$ cat config.mk
export PLATFORM = sky130hd
export DESIGN_NAME = usp_serial
export DESIGN_NICKNAME = d
export VERILOG_FILES = /design/src/pkg/usp_pkg.sv /design/src/verilog/usp_serial.sv
export SDC_FILE = /design/constraint.sdc
export NUM_CORES = 1
export LEC_CHECK = 0
export BUFFER_PORTS_ARGS = -buffer_cell sky130_fd_sc_hd__buf_2
export CORE_MARGIN = 5
export CORE_UTILIZATION = 50
export CTS_CLUSTER_DIAMETER = 30
export DETAILED_ROUTE_END_ITERATION = 8
export PLACE_DENSITY = 0.76
export SYNTH_ARGS = -nofsm -noshare
export SYNTH_HDL_FRONTEND = slang
export SYNTH_SLANG_ARGS = --single-unit
$ cat constraint.sdc
create_clock -name pclk -period 2.4 [get_ports pclk]
set_clock_uncertainty 0.05 [all_clocks]
set_input_delay 0.48 -clock pclk [delete_from_list [all_inputs] [get_ports pclk]]
set_output_delay 0.48 -clock pclk [all_outputs]
set_load 0.005 [all_outputs]
$ cat src/pkg/usp_pkg.sv
// Package for the serial port baud and shift-mode block.
// Assumes a 32-bit APB slave at 100 MHz and one clock domain.
package usp_pkg;
    // ***********************************************
    // Register offsets (byte addresses)
    // ***********************************************
    localparam logic [7:0] CTRL_OFF = 8'h00;
    localparam logic [7:0] BAUD_OFF = 8'h04;
    localparam logic [7:0] DATA_OFF = 8'h08;
    localparam logic [7:0] STAT_OFF = 8'h0c;
    localparam logic [7:0] MASK_OFF = 8'h10;
    // ***********************************************
    // Control field positions
    // ***********************************************
    localparam int MODE_LO_BIT = 0;
    localparam int MODE_HI_BIT = 1;
    localparam int RXEN_BIT = 2;
    localparam int DBL_BIT = 3;
    localparam int RCLK_BIT = 4;
    localparam int TX_CLOCK_SOURCE_SELECT_BIT = 5;
    localparam int CT_BIT = 6;
    localparam int TMODE_LSB = 8;
    // Status bits
    localparam int TXDONE_BIT = 0;
    localparam int RXDONE_BIT = 1;
    // ***********************************************
    // Rates and timing
    // ***********************************************
    localparam int OSC_PER_MC = 12;
    localparam int M2_DIV_SLOW = 64;
    localparam int M2_DIV_FAST = 32;
    localparam int T1_DIV = 32;
    localparam logic [8:0] T1_RANGE = 9'h100;
    localparam logic [1:0] T1_MODE_RELOAD = 2'h2;
    localparam logic [8:0] TX_MARK_LOAD = 9'h100;
    localparam logic [7:0] RX_INIT = 8'hfe;
    localparam logic [1:0] MODE0 = 2'h0;
    localparam logic [1:0] MODE1 = 2'h1;
    localparam logic [1:0] MODE2 = 2'h2;
    localparam logic [1:0] MODE3 = 2'h3;
    typedef enum logic [3:0] {
        ST_IDLE = 4'h1,
        ST_SEND = 4'h2,
        ST_ARM = 4'h4,
        ST_RECV = 4'h8
    } usp_state_e;
endpackage

$ cat src/verilog/usp_serial.sv
// Serial port: baud selection for all modes, mode 0 shift sequencing.
// Assumes APB master on pclk; timer 1 reload/overflow counted here.
// Contract
// - Mode 0 rate is oscillator over twelve
// - Mode 2 divides by 64 or 32
// - Modes 1 and 3 use timer overflow
// - Timer 1 rate times doubling over 32
// - Timer 1 works as timer or counter
// - Auto-reload rate uses 256 minus reload
// - Buffer write loads marker, requests send
// - Sending starts next machine cycle
// - Send routes data and strobe to pins
// - Each strobe shifts right, zeros in
// - Marker seen: last shift, done flag
// - Receive starts when enabled, flag clear
// - Load 11111110, then receive active
// - Strobe shifts left, samples input pin
// - Zero at top: shift, load, flag
// - Two select bits choose mode
//
// Our own choices: the register addresses and the APB register port.
`timescale 1ns/1ns
`default_nettype none
module usp_serial #(
    parameter int OSC_DIV = usp_pkg::OSC_PER_MC
) (
    input wire logic pclk,
    input wire logic presetn,
    input wire logic psel,
    input wire logic penable,
    input wire logic pwrite,
    input wire logic [7:0] paddr,
    input wire logic [31:0] pwdata,
    output logic [31:0] prdata,
    output logic pready,
    output logic pslverr,
    input wire logic t1_count_in,
    input wire logic t2_overflow,
    input wire logic rxd_in,
    output logic rxd_out,
    output logic rxd_oe,
    output logic txd_out,
    output logic baud_tick,
    output logic irq
);
    // ***********************************************
    // Bus decode
    // ***********************************************
    wire logic acc = psel & penable;
    wire logic wr = acc & pwrite;
    wire logic wr_ctrl = wr && paddr == usp_pkg::CTRL_OFF;
    wire logic wr_baud = wr && paddr == usp_pkg::BAUD_OFF;
    wire logic wr_data = wr && paddr == usp_pkg::DATA_OFF;
    wire logic wr_stat = wr && paddr == usp_pkg::STAT_OFF;
    wire logic wr_mask = wr && paddr == usp_pkg::MASK_OFF;
    wire logic mapped = paddr == usp_pkg::CTRL_OFF || paddr == usp_pkg::BAUD_OFF
        || paddr == usp_pkg::DATA_OFF || paddr == usp_pkg::STAT_OFF || paddr == usp_pkg::MASK_OFF;

    logic [9:0] ctrl_reg;
    logic [7:0] timer1_reload_byte;
    logic [7:0] serial_data_buffer;
    logic [1:0] stat_reg;
    logic [1:0] mask_reg;
    logic [7:0] rdata_next;

    // Single-cycle access, error on unmapped offsets
    assign pready = 1'b1;
    assign pslverr = acc & ~mapped;

    // Read data mux
    always_comb begin
        case (paddr)
            usp_pkg::CTRL_OFF: rdata_next = ctrl_reg[7:0];
            usp_pkg::BAUD_OFF: rdata_next = timer1_reload_byte;
            usp_pkg::DATA_OFF: rdata_next = serial_data_buffer;
            usp_pkg::STAT_OFF: rdata_next = {6'h00, stat_reg};
            usp_pkg::MASK_OFF: rdata_next = {6'h00, mask_reg};
            default: rdata_next = 8'h00;
        endcase
    end
    wire logic [31:0] rd_word = (paddr == usp_pkg::CTRL_OFF) ? {22'h000000, ctrl_reg} : {24'h000000, rdata_next};
    assign prdata = (acc & ~pwrite) ? rd_word : 32'h00000000;

    // ***********************************************
    // Control fields
    // ***********************************************
    wire logic mode_select_low = ctrl_reg[usp_pkg::MODE_LO_BIT];
    wire logic mode_select_high = ctrl_reg[usp_pkg::MODE_HI_BIT];
    wire logic [1:0] mode = {mode_select_high, mode_select_low};
    wire logic rx_enable = ctrl_reg[usp_pkg::RXEN_BIT];
    wire logic double_rate_select = ctrl_reg[usp_pkg::DBL_BIT];
    wire logic rx_clock_source_select = ctrl_reg[usp_pkg::RCLK_BIT];
    wire logic tx_clock_source_select = ctrl_reg[usp_pkg::TX_CLOCK_SOURCE_SELECT_BIT];
    wire logic t1_counter_sel = ctrl_reg[usp_pkg::CT_BIT];
    wire logic [1:0] t1_mode = ctrl_reg[usp_pkg::TMODE_LSB +: 2];

    // Control and reload registers
    always_ff @(posedge pclk or negedge presetn) begin
        if (!presetn) begin
            ctrl_reg <= 10'h000;
            timer1_reload_byte <= 8'h00;
            mask_reg <= 2'h0;
        end else begin
            if (wr_ctrl) ctrl_reg <= pwdata[9:0];
            if (wr_baud) timer1_reload_byte <= pwdata[7:0];
            if (wr_mask) mask_reg <= pwdata[1:0];
        end
    end

    // ***********************************************
    // Machine cycle divider
    // ***********************************************
    logic [3:0] osc_cnt;
    wire logic mc_tick = osc_cnt == 4'(OSC_DIV - 1);
    always_ff @(posedge pclk or negedge presetn) begin
        if (!presetn) osc_cnt <= 4'h0;
        else osc_cnt <= mc_tick ? 4'h0 : osc_cnt + 4'h1;
    end

    // ***********************************************
    // Timer 1: timer or counter, modes 0..2
    // ***********************************************
    logic [15:0] t1_cnt;
    logic t1_cin_d;
    wire logic t1_inc = t1_counter_sel ? (t1_count_in & ~t1_cin_d) : mc_tick;
    wire logic t1_ovf_m0 = t1_inc && t1_cnt[12:0] == 13'h1fff;
    wire logic t1_ovf_m1 = t1_inc && t1_cnt == 16'hffff;
    wire logic t1_ovf_m2 = t1_inc && t1_cnt[7:0] == 8'hff;
    wire logic t1_ovf = (t1_mode == 2'h0) ? t1_ovf_m0 : (t1_mode == 2'h1) ? t1_ovf_m1 : t1_ovf_m2;
    // Counter update per mode; reload mode restarts from reload byte
    always_ff @(posedge pclk or negedge presetn) begin
        if (!presetn) begin
            t1_cnt <= 16'h0000;
            t1_cin_d <= 1'b0;
        end else begin
            t1_cin_d <= t1_count_in;
            if (t1_inc) begin
                if (t1_mode == usp_pkg::T1_MODE_RELOAD && t1_ovf_m2)
                    t1_cnt <= {8'h00, timer1_reload_byte};
                else
                    t1_cnt <= t1_cnt + 16'h0001;
            end
        end
    end

    // ***********************************************
    // Baud tick: per-mode divider of the source
    // ***********************************************
    wire logic use_t2 = rx_clock_source_select | tx_clock_source_select;
    wire logic src_ovf = use_t2 ? t2_overflow : t1_ovf;
    logic [5:0] bdiv;
    logic [5:0] osc_div;
    wire logic [5:0] var_lim = double_rate_select ? 6'(usp_pkg::T1_DIV / 2 - 1) : 6'(usp_pkg::T1_DIV - 1);
    wire logic [5:0] m2_lim = double_rate_select ? 6'(usp_pkg::M2_DIV_FAST - 1) : 6'(usp_pkg::M2_DIV_SLOW - 1);
    wire logic var_tick = src_ovf && bdiv == var_lim;
    wire logic m2_tick = osc_div == m2_lim;
    // Selected bit-rate pulse
    always_comb begin
        case (mode)
            usp_pkg::MODE0: baud_tick = mc_tick;
            usp_pkg::MODE2: baud_tick = m2_tick;
            default: baud_tick = var_tick;
        endcase
    end
    always_ff @(posedge pclk or negedge presetn) begin
        if (!presetn) begin
            bdiv <= 6'h00;
            osc_div <= 6'h00;
        end else begin
            if (src_ovf) bdiv <= var_tick ? 6'h00 : bdiv + 6'h01;
            osc_div <= m2_tick ? 6'h00 : osc_div + 6'h01;
        end
    end

    // ***********************************************
    // Mode 0 shift sequencer
    // ***********************************************
    usp_pkg::usp_state_e state_reg, state_next;
    logic [8:0] tx_sh;
    logic [7:0] rx_sh;
    logic tx_req;
    wire logic m0 = mode == usp_pkg::MODE0;
    wire logic send_act = state_reg == usp_pkg::ST_SEND;
    wire logic recv_act = state_reg == usp_pkg::ST_RECV;
    wire logic tx_last = tx_sh[8:1] == 8'h01;
    wire logic rx_last = ~rx_sh[7];
    wire logic rx_cond = m0 & rx_enable & ~stat_reg[usp_pkg::RXDONE_BIT];

    // Next state
    always_comb begin
        case (state_reg)
            usp_pkg::ST_IDLE: begin
                if (m0 && tx_req && mc_tick) state_next = usp_pkg::ST_SEND;
                else if (rx_cond && mc_tick) state_next = usp_pkg::ST_ARM;
                else state_next = usp_pkg::ST_IDLE;
            end
            usp_pkg::ST_SEND: state_next = (mc_tick && tx_last) ? usp_pkg::ST_IDLE : usp_pkg::ST_SEND;
            usp_pkg::ST_ARM: state_next = usp_pkg::ST_RECV;
            usp_pkg::ST_RECV: state_next = (mc_tick && rx_last) ? usp_pkg::ST_IDLE : usp_pkg::ST_RECV;
            default: state_next = usp_pkg::ST_IDLE;
        endcase
    end

    // Strobe low for first half of each machine cycle
    wire logic strobe = osc_cnt >= 4'(OSC_DIV / 2);
    assign txd_out = (send_act | recv_act) ? strobe : 1'b1;
    assign rxd_out = tx_sh[0];
    assign rxd_oe = send_act;

    wire logic tx_done_set = send_act & mc_tick & tx_last;
    wire logic rx_done_set = recv_act & mc_tick & rx_last;

    // Shift registers, buffer and sequencer state
    always_ff @(posedge pclk or negedge presetn) begin
        if (!presetn) begin
            state_reg <= usp_pkg::ST_IDLE;
            tx_sh <= 9'h000;
            rx_sh <= 8'hff;
            tx_req <= 1'b0;
            serial_data_buffer <= 8'h00;
        end else begin
            state_reg <= state_next;
            if (wr_data) begin
                tx_sh <= usp_pkg::TX_MARK_LOAD | {1'b0, pwdata[7:0]};
                tx_req <= 1'b1;
            end else if (send_act && mc_tick) begin
                tx_sh <= {1'b0, tx_sh[8:1]};
                tx_req <= 1'b0;
            end
            if (state_reg == usp_pkg::ST_ARM) rx_sh <= usp_pkg::RX_INIT;
            else if (recv_act && mc_tick) rx_sh <= {rx_sh[6:0], rxd_in};
            if (rx_done_set) serial_data_buffer <= {rx_sh[6:0], rxd_in};
        end
    end

    // ***********************************************
    // Sticky flags, mask, interrupt
    // ***********************************************
    wire logic [1:0] set_vec = {rx_done_set, tx_done_set};
    wire logic [1:0] clr_vec = wr_stat ? pwdata[1:0] : 2'h0;
    // Set beats clear; only software clears
    always_ff @(posedge pclk or negedge presetn) begin
        if (!presetn) stat_reg <= 2'h0;
        else stat_reg <= set_vec | (stat_reg & ~clr_vec);
    end
    assign irq = |(stat_reg & mask_reg);

    // ***********************************************
    // Checks
    // ***********************************************
    // ***********************************************
    // Check helpers: gap and frame counters
    // ***********************************************
    // Clocks since the last machine-cycle end, held at its top
    logic [3:0] mc_gap;
    always_ff @(posedge pclk or negedge presetn) begin
        if (!presetn) mc_gap <= 4'h0;
        else if (mc_tick) mc_gap <= 4'h0;
        else if (mc_gap != 4'hf) mc_gap <= mc_gap + 4'h1;
    end
    // Strobes counted per frame, checked at the last shift
    logic [3:0] tx_bits;
    logic [3:0] rx_bits;
    always_ff @(posedge pclk or negedge presetn) begin
        if (!presetn) begin
            tx_bits <= 4'h0;
            rx_bits <= 4'h0;
        end else begin
            if (!send_act) tx_bits <= 4'h0;
            else if (mc_tick) tx_bits <= tx_bits + 4'h1;
            if (!recv_act) rx_bits <= 4'h0;
            else if (mc_tick) rx_bits <= rx_bits + 4'h1;
        end
    end
endmodule
`default_nettype wire

==> results of run 1 <==
==> metal layers <==
layer / wire [um] / vias to the layer above / GRT usage (%)
li1: - / 1587 / -
met3: 563 / 17 / 5.100
met5: 7 / - / 0
met2: 4655 / 107 / 27.14
met4: 129 / 2 / 4.995
met1: 4515 / 1626 / 25.61
==> path summary, 6_finish.rpt <==
check,cells after the start,slack [ns],to,from
setup / recovery,7,-0.16,baud_tick,osc_cnt[0]$_DFF_PN0_
max in group asynchronous,2,1.58,ctrl_reg[0]$_DFFE_PN0P_,presetn
min in group pclk,1,0.20,t1_cin_d$_DFF_PN0_,t1_count_in
hold reg to reg,1,0.42,osc_div[0]$_DFF_PN0_,osc_div[0]$_DFF_PN0_
setup reg to reg,8,0.12,t1_cnt[6]$_DFFE_PN0P_,osc_cnt[0]$_DFF_PN0_
hold / removal,1,0.03,t1_cnt[15]$_DFFE_PN0P_,presetn
==> power by group through the flow <==
stage          sequential [mW]  combinational, mW  clock [mW]
3_5_place_dp              1.51              0.187           0
2_1_floorplan             1.49              0.135           0
6_report                  1.49              0.197        1.05
4_1_cts                   1.49              0.190        1.07
5_1_grt                   1.49              0.225        1.14
3_3_place_gp              1.51              0.181           0
==> cell usage after synthesis (all sizes together) (3+ instances only) <==
cell,instances
a211oi,3
a21oi,35
a31oi,4
and2,7
and3,4
buf,27
clkbuf,13
dfrtp,75
dfstp,9
ha,5
inv,9
mux2,31
mux2i,22
nand2,26
nand2b,5
nand3,13
nand4,8
nor2,43
nor2b,6
nor3,7
nor4,4
nor4b,5
o2111ai,3
o21ai,12
o22ai,3
or3,3
xnor2,6
xor2,9
==> logic make-up (layout without fill, tap and decap cells) <==
kind of cell,after synthesis,in the layout,synth area share [%]
AND/OR/NAND/NOR,144,144,17.73
flip-flops,84,84,48.00
AO/OA/AOI/OAI,71,71,9.520
multiplexers,55,55,13.95
buffers and inverters,49,96,6.223
XOR/XNOR,15,15,2.984
adder cells (fa/ha/maj),5,5,1.421
other,2,23,0.1706
==> repair_timing <==
| item | 4_1_cts | 5_1_grt |
|---|---|---|
| resized for setup | 12 | 16 |
| endpoints found under the setup margin | 9 | 11 |
| pin swaps | 10 | 4 |
| setup buffers | 1 | 4 |
==> worst register-to-register path: stages (launching register included) <==
cell	delay (ns)
dfrtp_1	0.39
ha_2	0.20
and4bb_2	0.24
buf_4	0.14
buf_4	0.13
o2111ai_1	0.53
nor2b_1	0.18
a211oi_1	0.26
a21oi_1	0.06
==> per-stage QoR <==
stage	setup slack (ns)	hold WS, ns	instance area [sq um]
4_1_cts	-0.2150	0.04414	5041
2_1_floorplan	0.04757	0.1344	4482
3_5_place_dp	-0.1443	0.4041	4772
5_1_grt	-0.2371	0.05903	5149
6_report	-0.1566	0.02871	5149
3_3_place_gp	-0.1067	0.3884	4772
==> final cells by class <==
class,instances,area [sq um]
Clock buffer,9,123.9
Clock inverter,7,82.58
Fill cell,711,3487
Inverter,9,33.78
Multi-Input combinational cell,313,2210
Sequential cell,84,2115
Tap cell,108,135.1
Timing Repair Buffer,71,449.2
==> metrics, run 1 <==
Slew @ Worst Pin=around 0.62 ns; sequential-to-total area share from yosys stat=about 48%; Post-synth EDFFs=0; vias per cell=between 5 and 6; Ant. Diodes=0; wire per inst=16.42 um; P per Cell Area=around 530 nW/um^2; DIE AREA=10780 sq um; crit path cell chain=ha_2, and4bb_2, or2_4, o2111ai_4, nand2_2, a31o_4, buf_6; CTS sink cnt=84; Setup crit end kind=output port; WP data arrival=2.03 ns; CTS buffer count=9; Setup CP Type=register to output port; Req. time, crit path=1.87 ns; Startpoint Class=register; Max Clk Rate=a little under 400 MHz; # IOs=87; post-layout min period=between 2 and 3 ns; clk root buf=clkbuf_8; fin util=59.62%; synth unique cells=55; Post-Place Cells=between 500 and 600; sequential fraction of design power=about 54%; Largest register FFs=16; Max Slew Vio Count=0; Gate power share=7.2%; Core Region=between 8000 and 9000 sq um; routed vias=around 3300; yosys warns=0; I/O Buffers=slightly above 40; #FFs+latches synth=84; DRT Pass-1 Iters=5; DPL Wire Length=about 7200 um; # rows=34; Non-Filler Instances=approximately 600; largest area contributor in the netlist=dfrtp_1; status=complete, but fails checks; share of cells above drive strength 1=31.24%; Setup TNS Final=-0.2365 ns; main flop type after synthesis=dfrtp_1; slew margin rel.=around three fifths; largest net degree at the start of global routing=43; Clk Latency, worst-skew pair=0.37 ns; FFs w/ async S/R, synth=between 90% and 100%; fin worst setup slack=-0.1566 ns; number of global-route vias before repair=approximately 3200; cell family with the largest share of critical-path delay=simple AND/OR/NAND/NOR gates; CP Max Fanout=2; max_cap viols=0; Static Leak=2.511 nW; post-route clock period utilization=106.5%; setup violators final=7; total wire length=just under 10000 um; failing checks=setup timing; Total GRT Usage=18.04%; top-area cell type share of the netlist area=a little over two fifths; height of the die=approximately 100 um; switching power=0.7095 mW; routability cong.=roughly 0.88; DIE WIDTH=103.8 um; commonest non-fill, non-tap cell in the layout=dfrtp_1; CTS H-tree depth=3; VDD IR-drop max=0.0004691 V; Cells after Synth=roughly 430; Switching Fraction=around a quarter; initial antenna violation count=1; global-route wire length before repair=approximately 16000 um; buffer and inverter count on the worst path=1; RSZ-0062 raised after global routing=yes; synth top area cells=dfrtp_1, mux2_2, dfstp_2; Syn Std Cell Area=4403 sq um; Max stage delay on crit path=0.39 ns; gr ovfl total=0; slowest cell on the critical path=dfrtp_1; Int Power=between 2 and 2.5 mW; initial drt markers=between 200 and 250; clock network power share=about two fifths; CTS clk-pin slew, worst paths=~0.090 ns; syn avg cell area=around 10 sq um; fin nets=between 500 and 600; Initial Util=50.99%; worst hold-check path type=input pin to asynchronous set/reset pin; Post-CTS Hold Fix Bufs=0; total design power=2.736 mW; Final ANT Viol Nets=0; clk buf depth=2; Area growth, synth to finish=16.94%; CTS tree=done; Hold Fails Final Rpt=0; number of remaining DRC errors=0; commonest non-fill, non-tap cells in the layout=dfrtp_1, buf_2, nor2_1
Power figures use the tool's default switching activity.
==> run 2: changes to the inputs <==
--- a/config.mk
+++ b/config.mk
@@ -6,6 +6,7 @@
 export NUM_CORES = 1
 export LEC_CHECK = 0
 export BUFFER_PORTS_ARGS = -buffer_cell sky130_fd_sc_hd__buf_2
+export CORE_ASPECT_RATIO = 1.2
 export CORE_MARGIN = 5
 export CORE_UTILIZATION = 50
 export CTS_CLUSTER_DIAMETER = 30
==> run 2 against run 1 <==
  * The flow still finishes with violations (setup timing)
  * Utilization decreased by 0.18 points
  * Cell count increased by 1.3%
  * Non-clock buffer count decreased by 1
  * Fmax decreased by 0.43%
  * Die area about the same
  * Critical path type is now input pin to output port
  * Largest cell class unchanged
  * Largest power group unchanged
==> metrics, run 2 (same netlist as run 1, synthesis figures left out) <==
status=complete, but fails checks; failing checks=setup timing; crit path cell chain=buf_6, or4_4, nor4_4, nand2b_1, buf_6, nor2_1, buf_2; Final ANT Viol Nets=0; switching power=roughly 0.7 mW; Req. time, crit path=~1.9 ns; initial antenna violation count=0; # rows=37; CP dominant cell by count=buf_6; slowest cell on the critical path=or4_4; Max Clk Rate=389.5 MHz; Post-CTS Hold Fix Bufs=0; placed cell area=~4800 sq um; routability cong.=roughly 0.85; CTS tree=done; DRT Pass-1 Iters=4; CTS sink cnt=84; clk root buf=clkbuf_8; sequential fraction of design power=around 55%; Slew @ Worst Pin=roughly 0.51 ns; Static Leak=~2.5 nW; Int Power=2.020 mW; VDD IR-drop max=just over 0.0004 V; CTS clk-pin slew, worst paths=around 0.1 ns; fin worst setup slack=-0.1676 ns; DIE WIDTH=95.67 um; # IOs=87; I/O Buffers=41; Initial Util=51.13%; Switching Fraction=between 20% and 30%; share of cells above drive strength 1=between 30 and 40%; commonest non-fill, non-tap cell in the layout=dfrtp_1; fin util=59.44%; P per Cell Area=between 500 and 600 nW/um^2; slew margin rel.=65.35%; commonest non-fill, non-tap cells in the layout=dfrtp_1, nor2_1, buf_2; height of the die=112.8 um; DIE AREA=10790 sq um; Setup WS pre-CTS=-0.1530 ns; Routed met2 length=about 4800 um; Max Slew Vio Count=0; wl on met1=roughly 4400 um; Core Region=between 8000 and 9000 sq um; post-route cell area=5119 sq um; global-route wire length before repair=roughly 16000 um; Largest register FFs=16; max_cap viols=0; Startpoint Class=input pin; number of remaining DRC errors=0; total wire length=between 9000 and 10000 um; Setup TNS Final=-1.174 ns; fin nets=540; clock network power share=38.0%; gr ovfl total=0; Hold Fails Final Rpt=0; setup violators final=9; DPL Wire Length=around 7400 um; total design power=roughly 2.7 mW; wire per inst=about 16 um; CP Max Fanout=6; worst hold-check path type=input pin to asynchronous set/reset pin; Ant. Diodes=0; Setup crit end kind=output port; Fill cells=about 710; largest net degree at the start of global routing=35; Gate power share=under 10%; number of global-route vias before repair=3449; CTS H-tree depth=3; RSZ-0062 raised after global routing=yes; CTS buffer count=9; post-layout min period=~2.6 ns; max layer used=met4; Max stage delay on crit path=roughly 0.54 ns; vias per cell=roughly 5.5; WP data arrival=a little over 2 ns; Total GRT Usage=roughly a fifth; clk buf depth=2; initial drt markers=155; Area growth, synth to finish=16.25%; Setup CP Type=input pin to output port; post-route clock period utilization=107.0%; Clk Latency, worst-skew pair=around 0.35 ns; DR WL met3=532 um; routed vias=approximately 3400
[run 2: changes by cell type in the layout (fill, tap and decap cells not counted), sizes merged]
| cell | previous run | this run |
|---|---|---|
| clkinv | 1 | 0 |
| buf | 71 | 70 |
| clkbuf | 9 | 10 |
[run 2: area by class of cell]
| type | instances | area [sq um] | share of cell area, % |
|---|---|---|---|
| Multi-Input combinational cell | 313 | 2183 | 42.65 |
| Sequential cell | 84 | 2115 | 41.31 |
| Timing Repair Buffer | 70 | 441.7 | 8.629 |
| Tap cell | 117 | 146.4 | 2.860 |
| Clock buffer | 10 | 127.6 | 2.493 |
| Clock inverter | 6 | 71.32 | 1.393 |
| Inverter | 9 | 33.78 | 0.6600 |
[run 2: what timing repair did]
action                                  in CTS  in global routing
gates cloned                                 0                  0
endpoints found under the hold margin        0                  0
pin swaps                                    5                  8
buffers inserted                             2                  4
endpoints found under the setup margin       9                 11
gates resized for setup                      7                 16
[run 2: path summary, 6_finish.rpt]
check / slack [ns] / cells past startpoint / from / endpoint
setup / recovery: -0.17 / 7 / paddr[0] / prdata[6]
setup reg to reg: 0.22 / 7 / osc_cnt[0]$_DFF_PN0_ / serial_data_buffer[6]$_DFFE_PN0P_
hold / removal: 0.007 / 1 / presetn / ctrl_reg[7]$_DFFE_PN0P_
min in group pclk: 0.20 / 1 / t1_count_in / t1_cin_d$_DFF_PN0_
hold reg to reg: 0.41 / 1 / osc_div[0]$_DFF_PN0_ / osc_div[0]$_DFF_PN0_
max in group asynchronous: 1.63 / 2 / presetn / rx_sh[3]$_DFFE_PN1P_
[run 2: critical path: cells and delay by family]
| kind | cells | cell delay [ns] |
|---|---|---|
| buf+inv | 3 | 0.42 |
| simple gates | 4 | 1.14 |
[run 2: power groups by stage]
stage / clock network [mW] / logic (mW) / registers [mW]
finish: 1.03 / 0.195 / 1.49
global placement: 0 / 0.180 / 1.51
global route: 1.12 / 0.220 / 1.49
CTS: 1.05 / 0.191 / 1.49
floorplan: 0 / 0.135 / 1.49
detailed placement: 0 / 0.189 / 1.51
[run 2: metal layers]
metal / vias to the layer above / global-route usage [%]
met5: - / 0
met4: 0 / 8.065
met3: 20 / 3.923
met2: 106 / 30.43
met1: 1657 / 25.46
li1: 1591 / -
[run 2: per-stage QoR]
step | instances | hold WS [ns]
3_3_place_gp | 587 | 0.3898
5_1_grt | 609 | 0.02832
4_1_cts | 605 | 0.01460
2_1_floorplan | 446 | 0.1344
3_5_place_dp | 587 | 0.4056
6_report | 609 | 0.006947
